## src/design/timer_gate_pkg.sv

```systemverilog
// timer gate control package: register map, field positions, reset values, types
// assumes a 32-bit classic wishbone register bus with word-aligned byte addresses
package timer_gate_pkg;

  // ----------------------------------------------------------------
  // register map (byte addresses)
  // ----------------------------------------------------------------
  localparam logic [7:0] GATE_CTRL_OFS  = 8'h00;
  localparam logic [7:0] TIMER_CTRL_OFS = 8'h04;
  localparam logic [7:0] COUNT_OFS      = 8'h08;
  localparam logic [7:0] IRQ_STAT_OFS   = 8'h0C;
  localparam logic [7:0] IRQ_MASK_OFS   = 8'h10;

  // ----------------------------------------------------------------
  // gate control field positions
  // ----------------------------------------------------------------
  localparam int GATE_ENABLE_BIT   = 7;
  localparam int GATE_POLARITY_BIT = 6;
  localparam int GATE_TOGGLE_BIT   = 5;
  localparam int GATE_SPM_BIT      = 4;
  localparam int SP_ARM_BIT        = 3;
  localparam int GATE_LEVEL_BIT    = 2;

  // ----------------------------------------------------------------
  // other fields and reset values
  // ----------------------------------------------------------------
  localparam int TIMER_ON_BIT      = 0;
  localparam int IRQ_DONE_BIT      = 0;
  localparam int IRQ_OVF_BIT       = 1;
  localparam int IRQ_W             = 2;
  localparam int COUNT_W           = 16;
  localparam logic [COUNT_W-1:0] COUNT_RST = 16'h0000;
  localparam logic [COUNT_W-1:0] COUNT_MAX = 16'hFFFF;
  localparam logic [IRQ_W-1:0]   IRQ_RST   = 2'h0;
  localparam logic [31:0]        DAT_ZERO  = 32'h0000_0000;

  // ----------------------------------------------------------------
  // types
  // ----------------------------------------------------------------
  typedef struct packed {
    logic enable;
    logic polarity;
    logic toggle;
    logic single_pulse;
  } gate_ctrl_type;

  localparam gate_ctrl_type GATE_CTRL_RST = 4'h0;

  // gray along idle -> wait -> pulse; pulse -> idle flips both bits
  typedef enum logic [1:0] {
    SP_IDLE  = 2'b00,
    SP_WAIT  = 2'b01,
    SP_PULSE = 2'b11
  } sp_state_type;

endpackage

```

## src/design/timer_gate_top.sv

```systemverilog
// timer with gate control, wishbone classic slave and one interrupt line
// assumes gate_i synchronous to clk_i; por_i pulses on power-on / brown-out,
// rst_i is any other reset and leaves the gate configuration untouched
//
// Chosen here: the Wishbone interface to the registers and the address map.
`timescale 1ns/1ps

module timer_gate_top
  import timer_gate_pkg::*;
(
  // clock and resets
  input  wire logic               clk_i,
  input  wire logic               rst_i,
  input  wire logic               por_i,
  // wishbone classic slave
  input  wire logic               cyc_i,
  input  wire logic               stb_i,
  input  wire logic               we_i,
  input  wire logic [7:0]         adr_i,
  input  wire logic [3:0]         sel_i,
  input  wire logic [31:0]        dat_i,
  output logic [31:0]             dat_o,
  output logic                    ack_o,
  // gate and timer
  input  wire logic               gate_i,
  output logic [COUNT_W-1:0]      count_o,
  output logic                    counting_o,
  // interrupt
  output logic                    irq_o
);

  // ----------------------------------------------------------------
  // declarations
  // ----------------------------------------------------------------
  gate_ctrl_type      ctrl_r;
  gate_ctrl_type      ctrl_nxt;
  logic               timer_on_r;
  logic [COUNT_W-1:0] count_r;
  logic [COUNT_W-1:0] count_nxt;
  logic               counting_r;
  logic [IRQ_W-1:0]   irq_stat_r;
  logic [IRQ_W-1:0]   irq_stat_nxt;
  logic [IRQ_W-1:0]   irq_mask_r;
  logic               irq_r;
  logic               ack_r;
  logic [31:0]        dat_r;
  logic [31:0]        rd_data;
  logic               gate_eff;
  logic               armed;
  logic               sp_done;

  // ----------------------------------------------------------------
  // bus decode
  // ----------------------------------------------------------------
  function automatic logic hit(input logic [7:0] adr, input logic [7:0] ofs);
    hit = (adr == ofs);
  endfunction

  wire req      = cyc_i & stb_i & ~ack_r;
  wire wr       = req & we_i;
  wire wr_b0    = wr & sel_i[0];
  wire wr_gate  = wr_b0 & hit(adr_i, GATE_CTRL_OFS);
  wire wr_tctl  = wr_b0 & hit(adr_i, TIMER_CTRL_OFS);
  wire wr_cnt_l = wr_b0 & hit(adr_i, COUNT_OFS);
  wire wr_cnt_h = wr & sel_i[1] & hit(adr_i, COUNT_OFS);
  wire wr_istat = wr_b0 & hit(adr_i, IRQ_STAT_OFS);
  wire wr_imask = wr_b0 & hit(adr_i, IRQ_MASK_OFS);

  // bits 1..0 are never stored
  assign ctrl_nxt = wr_gate ? {dat_i[GATE_ENABLE_BIT], dat_i[GATE_POLARITY_BIT],
                               dat_i[GATE_TOGGLE_BIT], dat_i[GATE_SPM_BIT]}
                            : ctrl_r;

  // arming only takes while single-pulse mode is (being) set
  wire arm    = wr_gate & dat_i[SP_ARM_BIT] & ctrl_nxt.single_pulse;
  wire cancel = wr_gate & ~dat_i[SP_ARM_BIT];

  // ----------------------------------------------------------------
  // gate path
  // ----------------------------------------------------------------
  gate_path u_gate_path (
    .clk_i    (clk_i),
    .por_i    (por_i),
    .ctrl_i   (ctrl_r),
    .arm_i    (arm),
    .cancel_i (cancel),
    .gate_i   (gate_i),
    .gate_o   (gate_eff),
    .armed_o  (armed),
    .done_o   (sp_done)
  );

  // ----------------------------------------------------------------
  // counter
  // ----------------------------------------------------------------
  wire count_en = timer_on_r & (~ctrl_r.enable | gate_eff);
  wire overflow = count_en & (count_r == COUNT_MAX);

  assign count_nxt = count_en ? count_r + 16'h0001 : count_r;

  // ----------------------------------------------------------------
  // interrupt status: set wins over write-one-to-clear
  // ----------------------------------------------------------------
  wire [IRQ_W-1:0] irq_set = {overflow, sp_done};
  wire [IRQ_W-1:0] irq_clr = wr_istat ? dat_i[IRQ_W-1:0] : IRQ_RST;

  assign irq_stat_nxt = irq_set | (irq_stat_r & ~irq_clr);

  // ----------------------------------------------------------------
  // read mux
  // ----------------------------------------------------------------
  wire [7:0] gate_rd = {ctrl_r.enable, ctrl_r.polarity, ctrl_r.toggle,
                        ctrl_r.single_pulse, armed, gate_eff, 2'b00};

  always_comb
  begin
    rd_data = DAT_ZERO;
    case (adr_i)
      GATE_CTRL_OFS:  rd_data[7:0]         = gate_rd;
      TIMER_CTRL_OFS: rd_data[TIMER_ON_BIT] = timer_on_r;
      COUNT_OFS:      rd_data[COUNT_W-1:0] = count_r;
      IRQ_STAT_OFS:   rd_data[IRQ_W-1:0]   = irq_stat_r;
      IRQ_MASK_OFS:   rd_data[IRQ_W-1:0]   = irq_mask_r;
      default:        rd_data = DAT_ZERO;
    endcase
  end

  // ----------------------------------------------------------------
  // gate configuration: cleared only by power-on / brown-out
  // ----------------------------------------------------------------
  always_ff @(posedge clk_i)
  begin
    if (por_i)
      ctrl_r <= GATE_CTRL_RST;
    else
      ctrl_r <= ctrl_nxt;
  end

  // ----------------------------------------------------------------
  // timer control and count
  // ----------------------------------------------------------------
  always_ff @(posedge clk_i)
  begin
    if (rst_i || por_i)
    begin
      timer_on_r <= 1'b0;
      count_r    <= COUNT_RST;
      counting_r <= 1'b0;
    end
    else
    begin
      if (wr_tctl)
        timer_on_r <= dat_i[TIMER_ON_BIT];
      count_r[7:0]  <= wr_cnt_l ? dat_i[7:0]  : count_nxt[7:0];
      count_r[15:8] <= wr_cnt_h ? dat_i[15:8] : count_nxt[15:8];
      counting_r    <= count_en;
    end
  end

  // ----------------------------------------------------------------
  // interrupt registers
  // ----------------------------------------------------------------
  always_ff @(posedge clk_i)
  begin
    if (rst_i || por_i)
    begin
      irq_stat_r <= IRQ_RST;
      irq_mask_r <= IRQ_RST;
      irq_r      <= 1'b0;
    end
    else
    begin
      irq_stat_r <= irq_stat_nxt;
      if (wr_imask)
        irq_mask_r <= dat_i[IRQ_W-1:0];
      irq_r <= |(irq_stat_nxt & (wr_imask ? dat_i[IRQ_W-1:0] : irq_mask_r));
    end
  end

  // ----------------------------------------------------------------
  // bus answer: one wait state, unmapped reads return zero
  // ----------------------------------------------------------------
  always_ff @(posedge clk_i)
  begin
    if (rst_i || por_i)
    begin
      ack_r <= 1'b0;
      dat_r <= DAT_ZERO;
    end
    else
    begin
      ack_r <= req;
      dat_r <= req ? rd_data : DAT_ZERO;
    end
  end

  assign ack_o      = ack_r;
  assign dat_o      = dat_r;
  assign count_o    = count_r;
  assign counting_o = counting_r;
  assign irq_o      = irq_r;

endmodule // timer_gate_top

```

## src/design/gate_path.sv

```systemverilog
// gate signal path: polarity, toggle flip-flop and single-pulse acquisition
// assumes gate_i is synchronous to clk_i; por_i is the power-on / brown-out reset
`timescale 1ns/1ps
module gate_path
  import timer_gate_pkg::*;
(
  // clock and power-on reset
  input  wire logic          clk_i,
  input  wire logic          por_i,
  // configuration
  input  wire gate_ctrl_type ctrl_i,
  input  wire logic          arm_i,
  input  wire logic          cancel_i,
  // gate in, results out
  input  wire logic          gate_i,
  output logic               gate_o,
  output logic               armed_o,
  output logic               done_o
);

  logic         gate_prev_r;
  logic         toggle_r;
  logic         toggle_nxt;
  logic         pol_prev_r;
  sp_state_type sp_r;
  sp_state_type sp_nxt;
  logic         gate_r;
  logic         done_r;

  // ----------------------------------------------------------------
  // combinational path
  // ----------------------------------------------------------------
  wire gate_rise = gate_i & ~gate_prev_r;
  wire pol_level = ctrl_i.polarity ? gate_i : ~gate_i;
  // toggle flip-flop forced clear while toggle mode is off
  assign toggle_nxt = ~ctrl_i.toggle ? 1'b0 : (gate_rise ? ~toggle_r : toggle_r);
  wire tog_level = ctrl_i.toggle ? toggle_nxt : pol_level;
  wire act_rise  = tog_level & ~pol_prev_r;
  wire act_fall  = ~tog_level & pol_prev_r;

  always_comb
  begin
    sp_nxt = sp_r;
    case (sp_r)
      SP_IDLE:  sp_nxt = arm_i ? SP_WAIT : SP_IDLE;
      SP_WAIT:  sp_nxt = act_rise ? SP_PULSE : SP_WAIT;
      SP_PULSE: sp_nxt = (act_fall && !arm_i) ? SP_IDLE : SP_PULSE;
      default:  sp_nxt = SP_IDLE;
    endcase
    // a write that sets the mode and arms at once must not be lost to the old mode bit
    if (!arm_i && (!ctrl_i.single_pulse || cancel_i))
      sp_nxt = SP_IDLE;
  end

  wire sp_done  = ctrl_i.single_pulse && (sp_r == SP_PULSE) && act_fall && !arm_i;
  wire gate_nxt = ctrl_i.single_pulse ? (tog_level && (sp_nxt == SP_PULSE)) : tog_level;

  // ----------------------------------------------------------------
  // state
  // ----------------------------------------------------------------
  always_ff @(posedge clk_i)
  begin
    if (por_i)
    begin
      gate_prev_r <= 1'b0;
      toggle_r    <= 1'b0;
      pol_prev_r  <= 1'b0;
      sp_r        <= SP_IDLE;
      gate_r      <= 1'b0;
      done_r      <= 1'b0;
    end
    else
    begin
      gate_prev_r <= gate_i;
      toggle_r    <= toggle_nxt;
      pol_prev_r  <= tog_level;
      sp_r        <= sp_nxt;
      gate_r      <= gate_nxt;
      done_r      <= sp_done;
    end
  end

  assign gate_o  = gate_r;
  assign armed_o = (sp_r != SP_IDLE);
  assign done_o  = done_r;

endmodule // gate_path

```

## config.mk

```make
export PLATFORM = sky130hd
export DESIGN_NAME = timer_gate_top
export DESIGN_NICKNAME = d
export VERILOG_FILES = /design/src/design/timer_gate_pkg.sv /design/src/design/timer_gate_top.sv /design/src/design/gate_path.sv
export SDC_FILE = /design/constraint.sdc
export NUM_CORES = 1
export LEC_CHECK = 0
export ABC_AREA = 1
export BUFFER_PORTS_ARGS = -buffer_cell sky130_fd_sc_hd__buf_2
export CORE_ASPECT_RATIO = 0.9
export CORE_UTILIZATION = 50
export DETAILED_ROUTE_END_ITERATION = 16
export PLACE_DENSITY = 0.88
export SETUP_SLACK_MARGIN = 0.15
export SLEW_MARGIN = 20
export SYNTH_ARGS = -nofsm -noshare
export SYNTH_HDL_FRONTEND = slang
export SYNTH_HIERARCHICAL = 1
export SYNTH_SLANG_ARGS = --single-unit
```

## constraint.sdc

```tcl
create_clock -name clk_i -period 2.19 [get_ports clk_i]
set_clock_uncertainty 0.05 [all_clocks]
set_input_delay 0.438 -clock clk_i [delete_from_list [all_inputs] [get_ports clk_i]]
set_output_delay 0.438 -clock clk_i [all_outputs]
set_load 0.05 [all_outputs]
```

==> impl_metrics.csv, run 1 <==
group,metric,value,unit
outcome,status,"complete, no violations",
layout,drive_above_1_share,25.2,%
pwr,vdd_drop_max,259,uV
sta,final_max_slew_viol_count,0,
layout,antennaDiodeCount,0,
yosys,syn_inst,423,
worst_setup_path,worstSetupEndpointType,"flop",
pwr,pwr-share-seq,56.1,%
sta,layout_worst_path_cycle_share,83.3,%
floorplan,fp.dieArea,6040,um2
sta,finalSetupTns,0,ns
clock_tree,postCtsHoldBufs,0,
yosys,yosys_register_bits,51,
sta,hold_violations,0,
detailed_routing,vias,2924,
yosys,synth_cell_types,36,
pwr,p_switching,435,uW
placed_design,gp_congestion,0.950,
detailed_routing,drc,0,
pwr,combPwrFrac,9.4,%
hold_path,hold_depth,3,
sta,tightest_slew,0.516,ns
floorplan,die_w,81.8,um
floorplan,core_area,5380,um2
placed_design,hpwl,5.24,mm
pwr,clkPwrFrac,34.6,%
clock_tree,cts_made_buffers,5,
global_routing,gr-total-overflow,0,
worst_setup_path,r2r_cells,11,
sta,setup_slack,0.365,ns
hold_path,min_from,"dat_i[5]",
flow_run,maxCapViolations,0,
pwr,leakagePower,1.66,nW
global_routing,grt_max_degree,19,
yosys,syn_area,2870,um2
floorplan,std_cell_rows,25,
layout,area_delta_synth_final,14.8,%
sta,setup_viol,0,
sta,rsz0062_at_grt,"false",
worst_setup_path,crit_required,2.36,ns
worst_setup_path,r2r-start,"ack_o",
clock_tree,clockBufferDepth,2,
yosys,syn_area_per_cell,6.77,um2
global_routing,grt_usage,24.2,%
clock_tree,clock_sinks,51,
placed_design,portBuffers,67,
detailed_routing,wirelength,6.96,mm
sta,max_freq,0.548,GHz
clock_tree,cts_resized,0,
clock_tree,root_buffer,"clkbuf_8",
worst_setup_path,start_kind,"flop",
global_routing,grt_pass1_vias,2506,
layout,nFillCells,519,
worst_setup_path,critical_path_class,"reg -> reg",
detailed_routing,drt-wirelength-per-cell,12.5,um
worst_setup_path,startpoint,"ack_o",
detailed_routing,drt_iter0_markers,212,
global_routing,grt_first_pass_wirelength,11.2,mm
clock_tree,cts_tree,"yes",
clock_tree,cts_max_level,2,
clock_tree,postCtsSetupBuffers,0,
sta,max_slew_margin,65.5,%
detailed_routing,dr.pass1.iters,5,
pwr,powerDensity,505,nW/um2
detailed_routing,viasPerCell,5.23,
clock_tree,clkSlewWorstSetupHoldPaths,0.10,ns
floorplan,start_util,53.3,%
hold_path,hold_path_class,"in -> reg",
pwr,p_int,1.23,mW
global_routing,antenna_found_initial,0,
yosys,yosys_warnings,6,
sta,fin_crit,1.83,ns
floorplan,die_h,73.8,um
detailed_routing,postRouteAntennaNets,0,
clock_tree,insertion_delay,0.30,ns
layout,fin_nets,543,
pwr,swShare,26.2,%
worst_setup_path,path_max_fanout,6,
floorplan,io_pins,102,
yosys,ys_seq_area_share,35.6,%
placed_design,place_ws,0.106,ns
worst_setup_path,arrival,2.00,ns
[synthesized netlist by cell type (all sizes together)]
library cell,count,area share [%]
clkinv,3,0.44
nor4,1,0.22
dfxtp,51,36
o21ai,17,3.0
nand4,9,2.2
or2,3,0.74
nand3b,2,0.66
inv,55,7.2
nand3,56,10
conb,1,0.13
buf,23,5.9
clkbuf,1,0.13
ha,1,0.44
xor2,1,0.31
nand2,120,17
nor3,5,1.0
o211a,1,0.35
nor2,54,9.9
a21oi,19,4.0
[cell families after synthesis]
| family | Yosys count | share of synthesized area (%) |
|---|---|---|
| and+or+nand+nor | 250 | 42.5 |
| buffers and inverters | 82 | 13.7 |
| DFF | 51 | 35.6 |
| AOI/OAI and AO/OA | 37 | 7.29 |
| xor gates and xnor gates | 1 | 0.306 |
| adders and majority gates | 1 | 0.437 |
| other | 1 | 0.131 |
[area by class of cell]
type | instances | area, um2 | area share, %
timing repair buffer | 70 | 358 | 10.9
clock inverter | 2 | 16.3 | 0.495
multi-input combinational | 305 | 1510 | 45.9
clock buffer | 6 | 82.6 | 2.51
sequential | 51 | 1020 | 31.1
tap | 67 | 83.8 | 2.55
inverter | 58 | 219 | 6.66
[layer usage]
layer	global-route usage, %	wire length [um]	part of all wire, %
met1	31.6	2970	43
met2	39.0	3290	47
met3	5.09	552	7.9
met4	8.97	155	2.2
met5	0	0	0
[registers in the layout (all words and copies together) (netlist names)]
| signal | cells |
|---|---|
| ack_o | 1 |
| count_o | 16 |
| counting_o | 1 |
| ctrl_r | 4 |
| dat_o | 16 |
| irq_mask_r | 2 |
| irq_o | 1 |
| irq_stat_r | 2 |
| timer_on_r | 1 |
| u_gate_path/done_o | 1 |
| u_gate_path/gate_o | 1 |
| u_gate_path/gate_prev_r | 1 |
| u_gate_path/pol_prev_r | 1 |
| u_gate_path/sp_r | 2 |
| u_gate_path/toggle_r | 1 |
[worst paths after layout]
path	slack (ns)	end
worst min-delay path	0.34	ctrl_r[1]
worst max-delay path	0.36	u_gate_path/sp_r[0]
worst max register to register	0.36	u_gate_path/sp_r[0]
worst min register to register	0.42	irq_stat_r[0]
[cells in the final DEF (no fill, tap or decap), types with 7 or more instances in the layout]
cell type  count
inv_1         49
nor2_2         7
nand2_1      108
o21ai_0       12
buf_2         67
a21oi_1       14
nand2_2        9
nor2_1        41
nand3_1       52
nand4_1        8
conb_1        16
dfxtp_1       51
[critical path: stages, from the launching register on]
cell	delay, ns
dfxtp_1	0.32
inv_1	0.08
nand4_2	0.19
nor2_8	0.16
nand2_2	0.11
inv_2	0.09
nand2_1	0.07
nor2_1	0.12
inv_1	0.07
o21ai_0	0.20
nand2_1	0.09
nor3_1	0.19
[metrics by stage]
step           std cells  power, mW  utilization, %  cell area [um2]  hold WS (ns)
4_1_cts              559       1.67            61.1             3290         0.343
3_5_place_dp         551       1.11            59.3             3190         0.410
2_1_floorplan        438       1.08               -             2920         0.386
5_1_grt              559       1.71            61.1             3290         0.348
3_3_place_gp         551       1.10            59.3             3190         0.402
6_report             559       1.66            61.1             3290         0.341
[power groups by stage]
stage / clock network [mW] / logic (mW) / registers, mW
final: 0.574 / 0.155 / 0.932
after CTS: 0.583 / 0.155 / 0.932
after floorplan: 0 / 0.124 / 0.955
after global routing: 0.617 / 0.166 / 0.932
after global placement: 0 / 0.151 / 0.953
after detailed placement: 0 / 0.154 / 0.953
(Power assumes the default switching activity.)
==> run 2: changes to the inputs <==
- clock period: 2.19 -> 1.7 ns (I/O delays scaled with it)
==> run 2 against run 1 <==
Net effect:
- non-clock buffer count increased by 25
- highest routed layer unchanged
- global-route usage up 0.092 points
- via count rose by 3.6%
==> impl_metrics.csv, run 2 (synthesis gave the netlist of run 1 again) <==
group,metric,value,unit
sta,hold_violations,0,
clock_tree,clockBufferDepth,2,
sta,fin_crit,1.54,ns
worst_setup_path,cp_num_buf_inv,1,
layout,area_delta_synth_final,25.8,%
clock_tree,postCtsHoldBufs,0,
floorplan,io_pins,102,
detailed_routing,drc,0,
placed_design,hpwl,5.36,mm
layout,fin_nets,569,
layout,final_cell_mix,"106 x nand2_1, 67 x buf_2, 48 x inv_1, 48 x nand3_1, 42 x dfxtp_1",
layout,nFillCells,462,
worst_setup_path,critical_path_class,"reg -> out",
pwr,vdd_drop_max,360,uV
detailed_routing,viasPerCell,5.19,
pwr,p_switching,537,uW
pwr,leakagePower,1.80,nW
worst_setup_path,worstSetupEndpointType,"output port",
detailed_routing,wl_met3,740,um
floorplan,std_cell_rows,25,
sta,rsz0062_at_grt,"true",
floorplan,fp.dieArea,6040,um2
floorplan,die_h,73.8,um
detailed_routing,drt-wirelength-per-cell,12.9,um
global_routing,grt_usage,24.3,%
clock_tree,cts_max_level,2,
detailed_routing,vias,3028,
sta,finalSetupTns,0,ns
pwr,p_total,2.07,mW
clock_tree,clkSlewWorstSetupHoldPaths,0.09,ns
clock_tree,root_buffer,"clkbuf_8",
worst_setup_path,max_stage_delay,0.52,ns
layout,drive_above_1_share,33.1,%
layout,final_common_cell,"nand2_1",
sta,setup_viol,0,
pwr,combPwrFrac,10.6,%
clock_tree,cts_tree,"yes",
pwr,powerDensity,574,nW/um2
pwr,swShare,25.9,%
worst_setup_path,crit_required,1.31,ns
detailed_routing,drt_iter0_markers,276,
sta,max_freq,0.648,GHz
flow_run,maxCapViolations,0,
global_routing,grt_first_pass_wirelength,11.2,mm
floorplan,die_w,81.8,um
detailed_routing,postRouteAntennaNets,0,
hold_path,hold_path_class,"in -> reg",
floorplan,core_area,5380,um2
clock_tree,clock_sinks,51,
worst_setup_path,arrival,1.15,ns
pwr,pwr-share-seq,57.8,%
worst_setup_path,cp_slowest_cell,"dfxtp_1",
sta,final_max_slew_viol_count,0,
pwr,p_int,1.53,mW
worst_setup_path,cp_cell_sequence,"buf_2",
detailed_routing,dr_wl_met2,3.53,mm
pwr,clkPwrFrac,31.6,%
global_routing,antenna_found_initial,0,
worst_setup_path,start_kind,"flop",
global_routing,grt_max_degree,19,
detailed_routing,wl_met1,3.07,mm
floorplan,start_util,53.3,%
clock_tree,insertion_delay,0.30,ns
layout,antennaDiodeCount,0,
placed_design,portBuffers,67,
detailed_routing,routed.top_layer,"met4",
detailed_routing,wirelength,7.49,mm
worst_setup_path,path_max_fanout,8,
global_routing,gr-total-overflow,0,
detailed_routing,dr.pass1.iters,10,
sta,layout_worst_path_cycle_share,90.8,%
global_routing,grt_pass1_vias,2562,
clock_tree,cts_made_buffers,5,
worst_setup_path,cp_top_family,"flip-flops",
outcome,status,"complete, no violations",
placed_design,gp_congestion,0.882,
run 2: final cells by class:
| cell class | instances | area [um2] | share of cell area (%) |
|---|---|---|---|
| Inverter | 58 | 230 | 6.39 |
| Clock buffer | 6 | 72.6 | 2.01 |
| Tap cell | 67 | 83.8 | 2.33 |
| Sequential cell | 51 | 1040 | 28.8 |
| Multi-Input combinational cell | 306 | 1620 | 44.9 |
| Timing Repair Buffer | 95 | 561 | 15.6 |
run 2: power by group through the flow:
stage | clock network, mW | registers (mW) | logic, mW
floorplan | 0 | 1.23 | 0.162
global placement | 0 | 1.23 | 0.209
detailed placement | 0 | 1.23 | 0.211
CTS | 0.659 | 1.20 | 0.212
global route | 0.705 | 1.20 | 0.235
finish | 0.653 | 1.20 | 0.220
run 2: stage by stage:
stage	hold slack [ns]	setup WS [ns]	std cells	cell area, um2	utilization (%)
final	0.240	0.156	583	3600	67.0
after global routing	0.249	0.106	583	3600	67.0
after CTS	0.242	0.160	573	3420	63.6
after detailed placement	0.417	0.0287	567	3340	62.2
after global placement	0.400	0.0426	567	3340	62.2
after floorplan	0.359	0.0933	438	2960	-
run 2: metal layers:
metal,vias up,track usage [%]
li1,1486,-
met1,1339,31.9
met2,179,39.9
met3,24,4.97
met4,0,6.82
met5,-,0
run 2: worst paths after layout:
path / start / end / slack [ns] / cells after the start
worst min register to register: u_gate_path/done_o / irq_stat_r[0] / 0.43 / 2
worst min-delay path: dat_i[5] / ctrl_r[1] / 0.24 / 3
worst max register to register: ack_o / count_o[12] / 0.19 / 9
worst max-delay path: count_o[8] / count_o[8] / 0.16 / 1
run 2: what timing repair did:
item | CTS | global route
pin swaps | 0 | 8
gates cloned | 0 | 1
endpoints found under the setup margin | 1 | 16
buffers inserted | 0 | 9
gates resized for setup | 1 | 28
==> run 3: changes to the inputs <==
- REMOVE_ABC_BUFFERS: default -> 1
==> run 3 against run 2 <==
Net effect:
- die area stayed put
- fmax is 2.1% higher
- via count is 0.56% higher
- worst setup slack better by 0.032 ns
- largest power group unchanged
- hold slack worse by 0.0035 ns
- wire length is 1.9% higher
==> impl_metrics.csv, run 3 (synthesis gave the netlist of run 1 again) <==
group,metric,value,unit
worst_setup_path,cp_top_family,"flip-flops",
layout,fin_nets,568,
global_routing,grt_first_pass_wirelength,11.5,mm
clock_tree,cts_max_level,2,
worst_setup_path,startpoint,"count_o[8]",
layout,final_common_cell,"nand2_1",
worst_setup_path,cp_num_buf_inv,1,
clock_tree,clockBufferDepth,2,
floorplan,die_w,81.8,um
global_routing,grt_max_degree,19,
clock_tree,root_buffer,"clkbuf_8",
sta,rsz0062_at_grt,"true",
floorplan,die_h,73.8,um
detailed_routing,drt-wirelength-per-cell,13.1,um
layout,stdcell_count,584,
worst_setup_path,r2r-start,"ack_o",
sta,setup_slack,0.188,ns
floorplan,start_util,53.3,%
placed_design,portBuffers,67,
sta,final_max_slew_viol_count,0,
worst_setup_path,reg2reg_slack,0.22,ns
sta,whs,0.236,ns
worst_setup_path,worstSetupEndpointType,"output port",
sta,layout_worst_path_cycle_share,89.0,%
floorplan,fp.dieArea,6040,um2
clock_tree,clock_sinks,51,
flow_run,maxCapViolations,0,
placed_design,place_ws,-0.0925,ns
global_routing,grt_pass1_vias,2639,
layout,drive_above_1_share,32.3,%
clock_tree,cts_tree,"yes",
placed_design,place_inst,570,
pwr,pwr-share-seq,56.5,%
detailed_routing,drc,0,
layout,final_cell_area,3550,um2
layout,final_cell_mix,"104 x nand2_1, 67 x buf_2, 52 x nand3_1",
worst_setup_path,crit_required,1.31,ns
worst_setup_path,cp_slowest_cell,"dfxtp_1",
detailed_routing,vias,3045,
placed_design,gp_congestion,0.871,
detailed_routing,postRouteAntennaNets,0,
pwr,combPwrFrac,10.4,%
sta,max_freq,0.661,GHz
hold_path,min_from,"dat_i[6]",
sta,setup_viol,0,
sta,hold_violations,0,
sta,fin_crit,1.51,ns
clock_tree,clkSlewWorstSetupHoldPaths,0.09,ns
worst_setup_path,critical_path_class,"reg -> out",
placed_design,hpwl,5.48,mm
clock_tree,cts_made_buffers,5,
detailed_routing,drt_iter0_markers,287,
pwr,clkPwrFrac,33.1,%
pwr,p_switching,577,uW
floorplan,core_area,5380,um2
worst_setup_path,cp_cell_sequence,"buf_2",
global_routing,gr-total-overflow,0,
detailed_routing,viasPerCell,5.21,
floorplan,io_pins,102,
clock_tree,insertion_delay,0.31,ns
worst_setup_path,start_kind,"flop",
clock_tree,postCtsHoldBufs,0,
pwr,leakagePower,1.78,nW
hold_path,hold_path_class,"in -> reg",
pwr,swShare,27.2,%
pwr,powerDensity,598,nW/um2
floorplan,std_cell_rows,25,
layout,area_delta_synth_final,23.9,%
global_routing,grt_usage,24.9,%
worst_setup_path,path_max_fanout,8,
pwr,p_int,1.55,mW
outcome,status,"complete, no violations",
worst_setup_path,arrival,1.12,ns
worst_setup_path,max_stage_delay,0.49,ns
global_routing,antenna_found_initial,0,
pwr,vdd_drop_max,461,uV
pwr,p_total,2.12,mW
detailed_routing,dr.pass1.iters,5,
placed_design,placed_cell_area,3330,um2
detailed_routing,wirelength,7.63,mm
layout,antennaDiodeCount,0,
==> run 3: per-layer routing <==
layer  up-vias  global-route usage [%]  routed length [um]
met5         -                       0                   0
met4         0                    9.94                 235
met3        28                    5.09                 636
met2       161                    40.2                3540
met1      1366                    32.1                3220
li1       1490                       -                   -
==> run 3: worst paths after layout <==
path	cells past startpoint	to
hold / removal	3	ctrl_r[2]
setup / recovery	1	count_o[8]
hold reg to reg	2	irq_stat_r[0]
setup reg to reg	13	u_gate_path/gate_o
==> run 3: cell type report <==
type | count | area, um2
sequential | 51 | 1030
inverter | 58 | 225
timing repair buffer | 95 | 546
clock buffer | 6 | 72.6
clock inverter | 2 | 12.5
fill | 464 | 1830
tap | 67 | 83.8
multi-input combinational | 305 | 1580
==> run 3: power by group through the flow <==
| stage | Clock (mW) | Combinational [mW] | Sequential [mW] |
|---|---|---|---|
| 3_3_place_gp | 0 | 0.206 | 1.23 |
| 5_1_grt | 0.762 | 0.234 | 1.20 |
| 3_5_place_dp | 0 | 0.210 | 1.23 |
| 6_report | 0.703 | 0.220 | 1.20 |
| 2_1_floorplan | 0 | 0.129 | 1.23 |
| 4_1_cts | 0.711 | 0.214 | 1.20 |
==> run 3: repair_timing <==
action,CTS,global route
pin swaps,1,8
setup buffers,0,6
resized for setup,4,27
cloned,0,0
endpoints found under the hold margin,0,0
endpoints found under the setup margin,3,15
==> run 3: stage by stage <==
step / setup TNS, ns / utilization (%)
5_1_grt: 0 / 66.0
6_report: 0 / 66.0
2_1_floorplan: -1.63 / -
3_5_place_dp: -0.181 / 61.9
4_1_cts: 0 / 63.7
3_3_place_gp: 0 / 61.9
